--- src/hdl/amcs_regs.vh ---
// constants for the mux select and conversion sequencer
`ifndef AMCS_REGS_VH
`define AMCS_REGS_VH

// wishbone register byte offsets
`define AMCS_OFS_CTRL    4'h0
`define AMCS_OFS_STATUS  4'h4
`define AMCS_OFS_CHSEL   4'h8
`define AMCS_OFS_RESULT  4'hC

// control register fields
`define AMCS_CTRL_GLOBAL_EN  0
`define AMCS_CTRL_FORCE      1
`define AMCS_CTRL_RESET      2'h1

// channel selection word: {single_ended, odd, index[2:0]}
`define AMCS_SEL_RESET   5'h00
`define AMCS_SEL_SGL     4
`define AMCS_SEL_ODD     3

// input word preamble values
`define AMCS_PRE_LOAD    3'h5

// bus addresses
`define AMCS_GLOBAL_ADDR 7'h77
`define AMCS_ADDR_TABLE_DEF {27{7'h14}}

// result framing
`define AMCS_RES_BITS    5'h18
`define AMCS_BYTE_BITS   4'h8

// strap sense codes
`define AMCS_STRAP_LOW   2'h0
`define AMCS_STRAP_HIGH  2'h1

`endif

--- src/hdl/amcs_top.v ---
// mux select and conversion sequencer with two-wire slave and wishbone
//
// The implementer's own choices: the register offsets and register access over Wishbone.
`timescale 1ns/1ps
`include "amcs_regs.vh"
module amcs_top #(
   parameter [188:0] ADDR_TABLE = `AMCS_ADDR_TABLE_DEF
) (
   input wire clk,
   input wire rst,
   input wire [1:0] addr_strap_0,
   input wire [1:0] addr_strap_1,
   input wire [1:0] addr_strap_2,
   input wire scl_i,
   input wire sda_i,
   output reg sda_o,
   output reg sda_oe_n,
   output reg conv_start,
   input wire res_valid,
   output wire res_ready,
   input wire res_sign,
   input wire res_ovr,
   input wire [15:0] res_value,
   output reg [16:0] mux_pos_en,
   output reg [16:0] mux_neg_en,
   output reg polarity_flag_out,
   input wire wb_cyc_i,
   input wire wb_stb_i,
   input wire wb_we_i,
   input wire [3:0] wb_adr_i,
   input wire [3:0] wb_sel_i,
   input wire [31:0] wb_dat_i,
   output reg [31:0] wb_dat_o,
   output reg wb_ack_o
);
   // sequencer states
   localparam [1:0] D_CONV = 2'h0;
   localparam [1:0] D_SLEEP = 2'h1;
   localparam [1:0] D_OUT = 2'h2;
   // two-wire slave states
   localparam [1:0] I_IDLE = 2'h0;
   localparam [1:0] I_ADDR = 2'h1;
   localparam [1:0] I_WDAT = 2'h2;
   localparam [1:0] I_RDAT = 2'h3;

   // sense code to digit: low 0, high 1, anything else floating 2
   function [4:0] strap_digit;
      input [1:0] code;
      begin
         if (code == `AMCS_STRAP_LOW)
            strap_digit = 5'h00;
         else if (code == `AMCS_STRAP_HIGH)
            strap_digit = 5'h01;
         else
            strap_digit = 5'h02;
      end
   endfunction

   reg [1:0] dev_q; // sequencer state
   reg [1:0] i2c_q; // bus slave state
   reg [4:0] sel_q; // last written selection
   reg [6:0] own_addr_q; // strap address
   reg strap_done_q; // straps caught since reset
   reg [1:0] ctrl_q; // control register
   reg scl_q; // previous clock sample
   reg sda_q; // previous data sample
   reg [3:0] bit_cnt_q; // clock rises in current byte
   reg [7:0] rx_q; // received byte
   reg [23:0] tx_q; // result shifter
   reg [4:0] tx_cnt_q; // result bits sent
   reg addressed_q; // address acked, cleared at stop or after a full read
   reg rw_q; // read request held
   reg start_pend_q; // conversion owed
   reg [23:0] last_res_q; // result for software
   reg pop_q; // drain buffer head
   reg [4:0] strap_idx; // table row
   wire scl_rise; // bus clock rising
   wire scl_fall; // bus clock falling
   wire bus_start; // start condition
   wire bus_stop; // stop condition
   wire addr_hit; // address matches
   wire [23:0] res_word; // framed result
   wire buf_valid; // buffer head present
   wire [23:0] buf_data; // buffer head word
   wire [16:0] dec_pos; // decoded positive
   wire [16:0] dec_neg; // decoded negative
   wire wb_req; // bus cycle pending

   assign scl_rise = scl_i & ~scl_q;
   assign scl_fall = ~scl_i & scl_q;
   assign bus_start = scl_i & scl_q & sda_q & ~sda_i;
   assign bus_stop = scl_i & scl_q & ~sda_q & sda_i;
   assign addr_hit = (rx_q[7:1] == own_addr_q) |
      (ctrl_q[`AMCS_CTRL_GLOBAL_EN] &
      (rx_q[7:1] == `AMCS_GLOBAL_ADDR));
   assign res_word = {res_sign, res_ovr, res_value, 6'h00};
   assign wb_req = wb_cyc_i & wb_stb_i & ~wb_ack_o;

   // result buffer between converter and bus
   amcs_fifo2 #(
      .WIDTH(24)
   ) u_buf (
      .clk(clk),
      .rst(rst),
      .in_valid(res_valid),
      .in_ready(res_ready),
      .in_data(res_word),
      .out_valid(buf_valid),
      .out_ready(pop_q),
      .out_data(buf_data)
   );

   // selection decode
   amcs_mux_dec u_dec (
      .sel(sel_q),
      .pos_en(dec_pos),
      .neg_en(dec_neg)
   );

   // table row from the three strap digits
   always @*
   begin
      strap_idx = strap_digit(addr_strap_2) * 5'h09 +
         strap_digit(addr_strap_1) * 5'h03 + strap_digit(addr_strap_0);
   end

   // straps caught once after reset release
   always @(posedge clk)
   begin
      if (rst)
      begin
         strap_done_q <= 1'b0;
         own_addr_q <= 7'h00;
      end
      else if (!strap_done_q)
      begin
         strap_done_q <= 1'b1;
         own_addr_q <= ADDR_TABLE[strap_idx * 7 +: 7];
      end
   end

   // bus slave and conversion sequencer
   always @(posedge clk)
   begin
      if (rst)
      begin
         dev_q <= D_CONV;
         i2c_q <= I_IDLE;
         sel_q <= `AMCS_SEL_RESET;
         scl_q <= 1'b1;
         sda_q <= 1'b1;
         sda_o <= 1'b0;
         sda_oe_n <= 1'b1;
         bit_cnt_q <= 4'h0;
         rx_q <= 8'h00;
         tx_q <= 24'h000000;
         tx_cnt_q <= 5'h00;
         addressed_q <= 1'b0;
         rw_q <= 1'b0;
         start_pend_q <= 1'b1; // first conversion at power-up
         conv_start <= 1'b0;
         pop_q <= 1'b0;
         mux_pos_en <= 17'h00000;
         mux_neg_en <= 17'h00000;
         last_res_q <= 24'h000000;
         polarity_flag_out <= 1'b0;
      end
      else
      begin
         scl_q <= scl_i;
         sda_q <= sda_i;
         conv_start <= 1'b0;
         pop_q <= 1'b0;
         // launch a conversion on the latched selection
         if (start_pend_q && !wb_req)
         begin
            start_pend_q <= 1'b0;
            conv_start <= 1'b1;
            dev_q <= D_CONV;
            mux_pos_en <= dec_pos;
            mux_neg_en <= dec_neg;
            pop_q <= buf_valid;
         end
         else if (dev_q == D_CONV && buf_valid && !pop_q)
         begin
            dev_q <= D_SLEEP;
            last_res_q <= buf_data;
            polarity_flag_out <= buf_data[23];
         end
         else if (wb_req && wb_we_i && wb_sel_i[0] &&
            wb_adr_i == `AMCS_OFS_CTRL && dev_q == D_SLEEP &&
            wb_dat_i[`AMCS_CTRL_FORCE])
            start_pend_q <= 1'b1;
         if (wb_req && wb_we_i && wb_sel_i[0] &&
            wb_adr_i == `AMCS_OFS_CHSEL)
            sel_q <= wb_dat_i[4:0];
         if (bus_stop)
         begin
            // stop ends output or a write: new conversion
            i2c_q <= I_IDLE;
            sda_oe_n <= 1'b1;
            if (addressed_q && dev_q != D_CONV)
               start_pend_q <= 1'b1;
            addressed_q <= 1'b0;
         end
         else if (bus_start)
         begin
            i2c_q <= I_ADDR;
            bit_cnt_q <= 4'h0;
            sda_oe_n <= 1'b1;
         end
         else if (i2c_q != I_IDLE && scl_rise)
         begin
            if (bit_cnt_q != `AMCS_BYTE_BITS)
            begin
               bit_cnt_q <= bit_cnt_q + 4'h1;
               rx_q <= {rx_q[6:0], sda_i};
               if (i2c_q == I_RDAT)
               begin
                  tx_q <= {tx_q[22:0], 1'b0};
                  tx_cnt_q <= tx_cnt_q + 5'h01;
               end
            end
            else
            begin
               // ninth clock of a byte
               bit_cnt_q <= 4'h0;
               case (i2c_q)
                  I_ADDR:
                  begin
                     if (!sda_oe_n && rw_q)
                     begin
                        i2c_q <= I_RDAT;
                        dev_q <= D_OUT;
                        tx_q <= last_res_q;
                        tx_cnt_q <= 5'h00;
                     end
                     else if (!sda_oe_n)
                        i2c_q <= I_WDAT;
                     else
                        i2c_q <= I_IDLE;
                  end
                  I_RDAT:
                  begin
                     if (tx_cnt_q == `AMCS_RES_BITS)
                     begin
                        i2c_q <= I_IDLE;
                        addressed_q <= 1'b0;
                        start_pend_q <= 1'b1;
                     end
                     else if (sda_i)
                        i2c_q <= I_IDLE; // master not acknowledging
                  end
                  default:
                     i2c_q <= i2c_q;
               endcase
            end
         end
         else if (i2c_q != I_IDLE && scl_fall)
         begin
            if (bit_cnt_q == `AMCS_BYTE_BITS)
            begin
               // drive the acknowledge slot
               case (i2c_q)
                  I_ADDR:
                  begin
                     rw_q <= rx_q[0];
                     if (addr_hit && dev_q != D_CONV)
                     begin
                        sda_oe_n <= 1'b0;
                        addressed_q <= 1'b1;
                     end
                     else
                        sda_oe_n <= 1'b1; // NAK while converting
                  end
                  I_WDAT:
                  begin
                     sda_oe_n <= 1'b0;
                     if (rx_q[7:5] == `AMCS_PRE_LOAD)
                        sel_q <= rx_q[4:0];
                     // other preambles leave the selection
                  end
                  default:
                     sda_oe_n <= 1'b1; // master acks read bytes
               endcase
            end
            else if (i2c_q == I_RDAT && tx_cnt_q != `AMCS_RES_BITS)
               sda_oe_n <= tx_q[23]; // release for one, pull for zero
            else
               sda_oe_n <= 1'b1;
         end
      end
   end

   // wishbone slave: ack one cycle after request, held one cycle
   always @(posedge clk)
   begin
      if (rst)
      begin
         wb_ack_o <= 1'b0;
         wb_dat_o <= 32'h00000000;
         ctrl_q <= `AMCS_CTRL_RESET;
      end
      else
      begin
         wb_ack_o <= wb_req;
         wb_dat_o <= 32'h00000000;
         if (wb_req && wb_we_i && wb_sel_i[0] &&
            wb_adr_i == `AMCS_OFS_CTRL)
            ctrl_q <= {1'b0, wb_dat_i[`AMCS_CTRL_GLOBAL_EN]};
         if (wb_req && !wb_we_i)
         begin
            case (wb_adr_i)
               `AMCS_OFS_CTRL:
                  wb_dat_o <= {30'h00000000, ctrl_q};
               `AMCS_OFS_STATUS:
                  wb_dat_o <= {16'h0000, 1'b0, own_addr_q, 2'h0,
                     addressed_q, buf_valid, 2'h0, dev_q};
               `AMCS_OFS_CHSEL:
                  wb_dat_o <= {27'h0000000, sel_q};
               `AMCS_OFS_RESULT:
                  wb_dat_o <= {8'h00, last_res_q};
               default:
                  wb_dat_o <= 32'h00000000; // unmapped reads zero
            endcase
         end
      end
   end
endmodule // amcs_top

--- src/hdl/amcs_fifo2.v ---
// two-entry valid/ready buffer for conversion results
`timescale 1ns/1ps
module amcs_fifo2 #(
   parameter WIDTH = 24
) (
   input wire clk,
   input wire rst,
   input wire in_valid,
   output wire in_ready,
   input wire [WIDTH-1:0] in_data,
   output wire out_valid,
   input wire out_ready,
   output wire [WIDTH-1:0] out_data
);
   reg [WIDTH-1:0] mem_q [0:1]; // storage words
   reg wr_ptr_q; // write slot
   reg rd_ptr_q; // read slot
   reg [1:0] count_q; // words held
   reg rdy_q; // room flag, registered so ready comes from a flop
   wire push; // word accepted
   wire pop; // word drained

   assign in_ready = rdy_q;
   assign out_valid = (count_q != 2'h0);
   assign out_data = mem_q[rd_ptr_q];
   assign push = in_valid & in_ready;
   assign pop = out_valid & out_ready;

   // storage write, no reset needed on data
   always @(posedge clk)
   begin
      if (push)
         mem_q[wr_ptr_q] <= in_data;
   end

   // pointers and occupancy
   always @(posedge clk)
   begin
      if (rst)
      begin
         wr_ptr_q <= 1'b0;
         rd_ptr_q <= 1'b0;
         count_q <= 2'h0;
         rdy_q <= 1'b1;
      end
      else
      begin
         if (push)
            wr_ptr_q <= ~wr_ptr_q;
         if (pop)
            rd_ptr_q <= ~rd_ptr_q;
         if (push & ~pop)
            count_q <= count_q + 2'h1;
         else if (pop & ~push)
            count_q <= count_q - 2'h1;
         // room flag follows the occupancy it is about to have
         if (push & ~pop)
            rdy_q <= (count_q == 2'h0);
         else if (pop & ~push)
            rdy_q <= 1'b1;
      end
   end
endmodule // amcs_fifo2

--- src/hdl/amcs_mux_dec.v ---
// decodes the five-bit channel selection into one-hot mux enables
`timescale 1ns/1ps
`include "amcs_regs.vh"
module amcs_mux_dec (
   input wire [4:0] sel,
   output reg [16:0] pos_en,
   output reg [16:0] neg_en
);
   reg [3:0] even_ch; // channel 2n
   reg [3:0] pos_ch; // positive channel number
   reg [3:0] neg_ch; // negative channel number

   // bit 16 of each vector is the shared return input
   always @*
   begin
      even_ch = {sel[2:0], 1'b0};
      pos_ch = even_ch | {3'h0, sel[`AMCS_SEL_ODD]};
      neg_ch = even_ch | {3'h0, ~sel[`AMCS_SEL_ODD]};
      pos_en = 17'h00000;
      neg_en = 17'h00000;
      pos_en[pos_ch] = 1'b1;
      if (sel[`AMCS_SEL_SGL])
         neg_en[16] = 1'b1; // single-ended: return is negative
      else
         neg_en[neg_ch] = 1'b1; // pair, swapped when odd set
   end
endmodule // amcs_mux_dec

--- config.mk ---
export PLATFORM = sky130hd
export DESIGN_NAME = amcs_top
export DESIGN_NICKNAME = d
export VERILOG_FILES = /design/src/hdl/amcs_top.v /design/src/hdl/amcs_fifo2.v /design/src/hdl/amcs_mux_dec.v
export VERILOG_INCLUDE_DIRS = /design/src /design/src/hdl
export SDC_FILE = /design/constraint.sdc
export NUM_CORES = 1
export LEC_CHECK = 0
export BUFFER_PORTS_ARGS = -buffer_cell sky130_fd_sc_hd__buf_2
export CORE_ASPECT_RATIO = 1.75
export CORE_MARGIN = 2
export CORE_UTILIZATION = 25
export DETAILED_ROUTE_END_ITERATION = 10
export GPL_ROUTABILITY_DRIVEN = 0
export HOLD_SLACK_MARGIN = 0.08
export SLEW_MARGIN = 20
export SYNTH_ARGS = -nofsm -noshare
export SYNTH_HDL_FRONTEND = slang
export SYNTH_HIERARCHICAL = 1
export SYNTH_SLANG_ARGS = --single-unit
--- constraint.sdc ---
create_clock -name clk -period 6.15 [get_ports clk]
set_clock_uncertainty 0.15 [all_clocks]
set_input_delay 0.3075 -clock clk [delete_from_list [all_inputs] [get_ports clk]]
set_output_delay 0.3075 -clock clk [all_outputs]
set_load 0.01 [all_outputs]
Word level (Yosys, flattened, before mapping)
Memory sizes are Yosys's and may differ from the RTL's. A register that Yosys moved wholly into a read port is not among the register bits.
Index checks and enable logic that the tools add are counted.
- mux-type cells: 80
- shifts and indexed selects: 1
- $mul: 3
- equal/unequal tests: 24
- bitwise logic cells: 33
- magnitude comparators: 4
- reduce and logical (&&, ||, !) cells: 54
- add/sub/neg operators: 6
- operators with widths (operator ; count):
    $shiftx 189x9->7 const A ; 1
    $mux 24 ; 4
    $pmux 24 s4 ; 1
    $mux 5 ; 12
    $mux 2 ; 20
    $mux 1 ; 35
    $reduce_bool 2->1 ; 12
    $logic_and 1x1->1 ; 18
    $mux 16 ; 1
    $not 1->1 ; 16
    $and 1x1->1 ; 14
    $eq 4x4->1 const B ; 3
    $lt 4x6->1 const B ; 2
    $mux 4 ; 3
    $reduce_and 4->1 ; 3
    $reduce_and 6->1 ; 2
    $add 5x5->5 ; 2
    $eq 2x1->1 const B ; 5
    $logic_not 2->1 ; 5
    $demux 1 s4 ; 2
    $ge 4x1->1 const B ; 2
    $mul 5x3->8 const B ; 1
    $ne 4x4->1 const B ; 2
    $or 4x1->4 ; 2
    other kinds (26) ; 37
- RAM bits: 36
- output and inout port bits: 72
- input port bits: 72
- memories kept: 1
- logic and storage cells: 235
- bits in registers: 163
- memories (name ; depth ; width ; rd ports ; clocked after Yosys merged registers in ; write ports ; RTL line ; source):
    u_buf.mem_q ; 2 ; 18 ; 1 ; 1 ; 1 ; amcs_fifo2.v:15 ; reg [WIDTH-1:0] mem_q [0:1];

Depth between registers and ports, before layout
- word-level depth: 16
- mapped depth: 12
- gate-level depth less buffers: 11

Cells and area by module
Netlist, hierarchy kept.
- by module, submodules not included (module ; area an instance (um2) ; instances ; seq. area each (um2) ; cells each):
    amcs_top ; 6118.4 ; 1 ; 2882.8 ; 666
    amcs_fifo2 ; 1978.1 ; 1 ; 1561.5 ; 102
    amcs_mux_dec ; 262.8 ; 1 ; 0.0 ; 51

Worst setup path before layout
No wires, ideal clock.
- path kind: input to register
- start: input port addr_strap_2[1]
- end: register own_addr_q[4]
- arrival: 2.311 ns
- data required time: 5.859 ns
- buffers on the path: 1
- library setup time: 0.141 ns
- setup slack: 3.548 ns
- stages: 9
- path through: clkbuf_1 -> ha_1 -> ha_1 -> fa_1 -> ha_1 -> inv_1 -> fa_1 -> nor4_1 -> nor3_1
- cells in the longest elaborated chain, start to end: 8
- elaborated cells on any way between the ends: 9
- those cells by class: 2 x add/sub; 2 x mul; 1 x eq/ne; 1 x shift; 2 x mux; 1 x reduce/logical
- RTL lines (item ; RTL line ; source):
    from (decl) ; amcs_top.v:13 ; input wire [1:0] addr_strap_2,
    $eq 2x1->1 (no source line) ; -- ;
    $mux 2 ; amcs_top.v:52 ; else if (code == `AMCS_STRAP_HIGH)
    $mux 2 (*) ; amcs_top.v:50 ; if (code == `AMCS_STRAP_LOW)
    $mul 5x4->5 (*) ; amcs_top.v:123 ; strap_idx = strap_digit(addr_strap_2) * 5'h09 +
    $add 5x5->5 (*) ; amcs_top.v:123 ;
    $add 5x5->5 (*) ; amcs_top.v:124 ; strap_digit(addr_strap_1) * 5'h03 + strap_digit(addr_strap_0);
    $mul 5x3->8 (*) ; amcs_top.v:138 ; own_addr_q <= ADDR_TABLE[strap_idx * 7 +: 7];
    $shiftx 189x9->7 (*) ; amcs_top.v:138 ;
    to (signal assigned) ; amcs_top.v:138 ;
    to (decl) ; amcs_top.v:62 ; reg [6:0] own_addr_q;
Mark *: on every way between the ends. The rest lies on a longest branch, timed or not.
A chain may end at the register's enable or synchronous reset.

Final worst setup path
- start: register bit_cnt_q[1]
- end: register tx_cnt_q[4]
- cells in the longest elaborated chain, start to end: 3
- elaborated cells on any way between the ends: 6
- those cells by class: 2 x eq/ne; 1 x mux; 3 x reduce/logical
- RTL lines (item ; RTL line ; source):
    from (decl) ; amcs_top.v:67 ; reg [3:0] bit_cnt_q;
    from (signal assigned) ; amcs_top.v:216 ; bit_cnt_q <= bit_cnt_q + 4'h1;
    $ne 4x4->1 (no source line) (*) ; -- ;
    $ne 2x1->1 (no source line) / $reduce_bool 2->1 (equally long branches) ; -- ;
    $reduce_and 6->1 (no source line) ; -- ;
    to (signal assigned) ; amcs_top.v:221 ; tx_cnt_q <= tx_cnt_q + 5'h01;
    to (decl) ; amcs_top.v:70 ; reg [4:0] tx_cnt_q;
Marked as above.

==> run metrics <==
status finished, final reports clean; Placement Setup Slack around 3200 ps; Synth Area in Adders under 10%; Pre-Repair DR Iteration Count 4; CTS Buf Count 17; via count 6090; Floorplan Core Area approximately 0.033 mm2; Final Cell Area 0.0101 mm2; Final min period 2600 ps; hold-fix buffer count after cts 25; mapped cell area 0.00836 mm2; Final WS setup approximately 3500 ps; setup bufs post-CTS 0; top_reg_cell synth dfxtp_1; CTS Sinks 198; DR WL/cell approximately 15 um; H-tree Lvls 4; die width roughly 140 um; initial antenna violation count 0; MaxCap Viol Count 0; Simple-Gate Fraction of Synth Area 17.5%; RSZ-0062 raised after global routing false; Post-DRT Antenna Nets 0; Residual DRC 0; Buf/Inv on CP 2; Final #Nets 1022; Seq/Total Area, Yosys 53.2%; Ant. Diodes 0; Cell Pwr Density approximately 280 mW/mm2; leakage 3.71 nW; main combinational cell family by area after synthesis simple AND/OR/NAND/NOR gates; Site Rows between 80 and 90; Worst EP required 6280 ps; cells along the critical path inv_1 -> ha_1 -> nand3b_1 -> buf_8 -> o41ai_1 -> a21oi_1; fin util 30.6%; maximum root-to-sink buffer count 2; final hold slack 130 ps; port bufs 104; multiplexer share of the synthesized area under 10%; maximum clock rate 384 MHz; DP Area 0.00921 mm2; Routed WL 20.2 mm; setup TNS 0 ps; layout cells sized above 1 22.0%; met2 Use GR 21.8%; post-synthesis compound-gate area fraction about an eighth; Setup crit start kind flip-flop; met1 Track Usage GR 12.4%; FILL cells around 3300; worst hold path type input port to flip-flop; initial cell density of the core 25.4%; global-route wire length before repair 31.2 mm; Post-synth EDFFs between 40 and 50; fraction of synthesized cell area in xor and xnor cells 0.943%; Slew @ Worst Pin 1060 ps; GR peak layer met2; Vias/cell 4.49; VDD IR max between 0.00015 and 0.0002 V; register bit total from synthesis a little under 200; share of the synthesized area in the top cell type roughly 36%; Post-CTS Resized 0; Synth async-reset ratio 0%; clk_lat worst skew around 450 ps; Syn Inst Count 819; Distinct cells, synth 64; critical setup path kind flip-flop to flip-flop; die area 0.0350 mm2; Die Ht approximately 250 um; Ys Warns 6; pin count of the biggest net entering global routing 68; global routing usage on met3 between 2 and 2.5%; DR iter-0 viols 360; Crit Path Max Fanout 15; CTS tree built; number of global-route vias before repair 5916; setup violators final 0; io pins 144; Final Hold Fails 0; top cell family by delay on the critical path compound AO/OA/AOI/OAI gates; GRT Total Usage 11.5%; crit share post-route 42.3%; buffer type at the clock tree root clkbuf_16; post-DP HPWL roughly 14 mm; top-count cell post-synth dfxtp_1; kind of end point of the critical path flip-flop; Worst-path clk slew 80 ps; Syn Area/Cell 10.2 um2; highest cell delay on the worst timing path about 840 ps; Critical Path AT 2740 ps; slowest stage cell, crit path o41ai_1; Rel. slew slack 29.3%; max-slew violations 0; gr ovfl total 0; synth cell count leaders dfxtp_1 (150), nand2_1 (129), nor2_1 (80), a21oi_1 (78), edfxtp_1 (48); area grow syn2layout 20.7%; Area contributors post-synth dfxtp_1 (36%), edfxtp_1 (17%), nand2_1 (5.8%), mux2i_1 (5.3%), a21oi_1 (4.7%); Synth area leader dfxtp_1
[power by group]
part	switching, mW	leakage, nW	total [mW]	internal (mW)
combinational	0.135	1.75	0.246	0.111
clock	0.510	0.302	1.14	0.632
sequential	0.0352	1.66	1.43	1.39
[state kept, by name, summed over array words and instances, names as in the netlist, 2 cells and up, named ones only]
name / count
bit_cnt_q: 4
dev_q: 2
i2c_q: 2
last_res_q: 23
mux_neg_en: 17
mux_pos_en: 17
rx_q: 8
sel_q: 5
tx_cnt_q: 5
tx_q: 24
u_buf/count_q: 2
u_buf/mem_q: 48
wb_dat_o: 24
[final timing paths]
check	start	end	slack (ps)	cells past startpoint
max	bit_cnt_q[1]$_SDFFE_PP0P_	tx_cnt_q[4]$_SDFFE_PP0P_	3550	6
min reg2reg	mux_neg_en[11]$_SDFFE_PP0P_	mux_neg_en[11]$_SDFFE_PP0P_	300	2
min	rst	conv_start$_SDFF_PP0_	130	2
max reg2reg	bit_cnt_q[1]$_SDFFE_PP0P_	tx_cnt_q[4]$_SDFFE_PP0P_	3550	6
[worst reg2reg max path, stage by stage (launching register included)]
cell and delay (ps):
dfxtp_1 330, inv_1 80, ha_1 160, nand3b_1 460, buf_8 350, o41ai_1 850
a21oi_1 70
[metrics by stage]
stage | power, mW | cells
global placement | 1.68 | 1296
finish | 2.81 | 1355
CTS | 2.84 | 1354
global route | 2.93 | 1355
detailed placement | 1.69 | 1297
floorplan | 1.62 | 839
[routing by layer]
metal | routed length (um) | vias up
met5 | 0 | -
met4 | 439 | 0
met3 | 675 | 22
met2 | 11000 | 119
met1 | 8120 | 2897
li1 | - | 3052
[kinds of logic (layout without fill, tap and decap cells)]
kind of cell    count (synthesis)  in the layout
other cells                     2             22
mux                            73             73
flops                         198            198
xor+xnor                        9              9
buf+inv                        78            189
fa+ha+maj                      13             13
compound gates                139            139
simple gates                  307            307
[cell type report]
cell class	count	area, um2	share of cell area [%]
Clock inverter	10	104	1.03
Tap cell	405	507	5.02
Clock buffer	22	500	4.96
Multi-Input combinational cell	563	3590	35.6
Inverter	18	67.6	0.670
Timing Repair Buffer	139	876	8.68
Sequential cell	198	4440	44.1
[cells in the final DEF, fill, tap and decap left out, types with 3 or more instances in the layout]
cell,n
xnor2_1,4
dlygate4sd3_1,25
inv_1,18
and2_1,20
buf_2,103
nor2b_1,9
edfxtp_1,48
nor2_2,3
and3b_1,3
o21ai_0,10
nand4_1,3
nor2_1,79
ha_1,10
mux2_2,27
a311oi_2,20
buf_4,9
nand2b_1,6
inv_6,5
nand2_1,129
and3_1,4
or2_2,4
clkbuf_16,19
a211oi_1,3
nor3_1,11
xor2_1,5
or3_1,3
nand3b_1,6
fa_1,3
or4_1,4
o31ai_1,10
conb_1,22
dfxtp_1,150
a311oi_1,3
nand3_1,5
mux2i_1,44
a21oi_1,78
No activity file was read; power rests on OpenSTA's default activity.
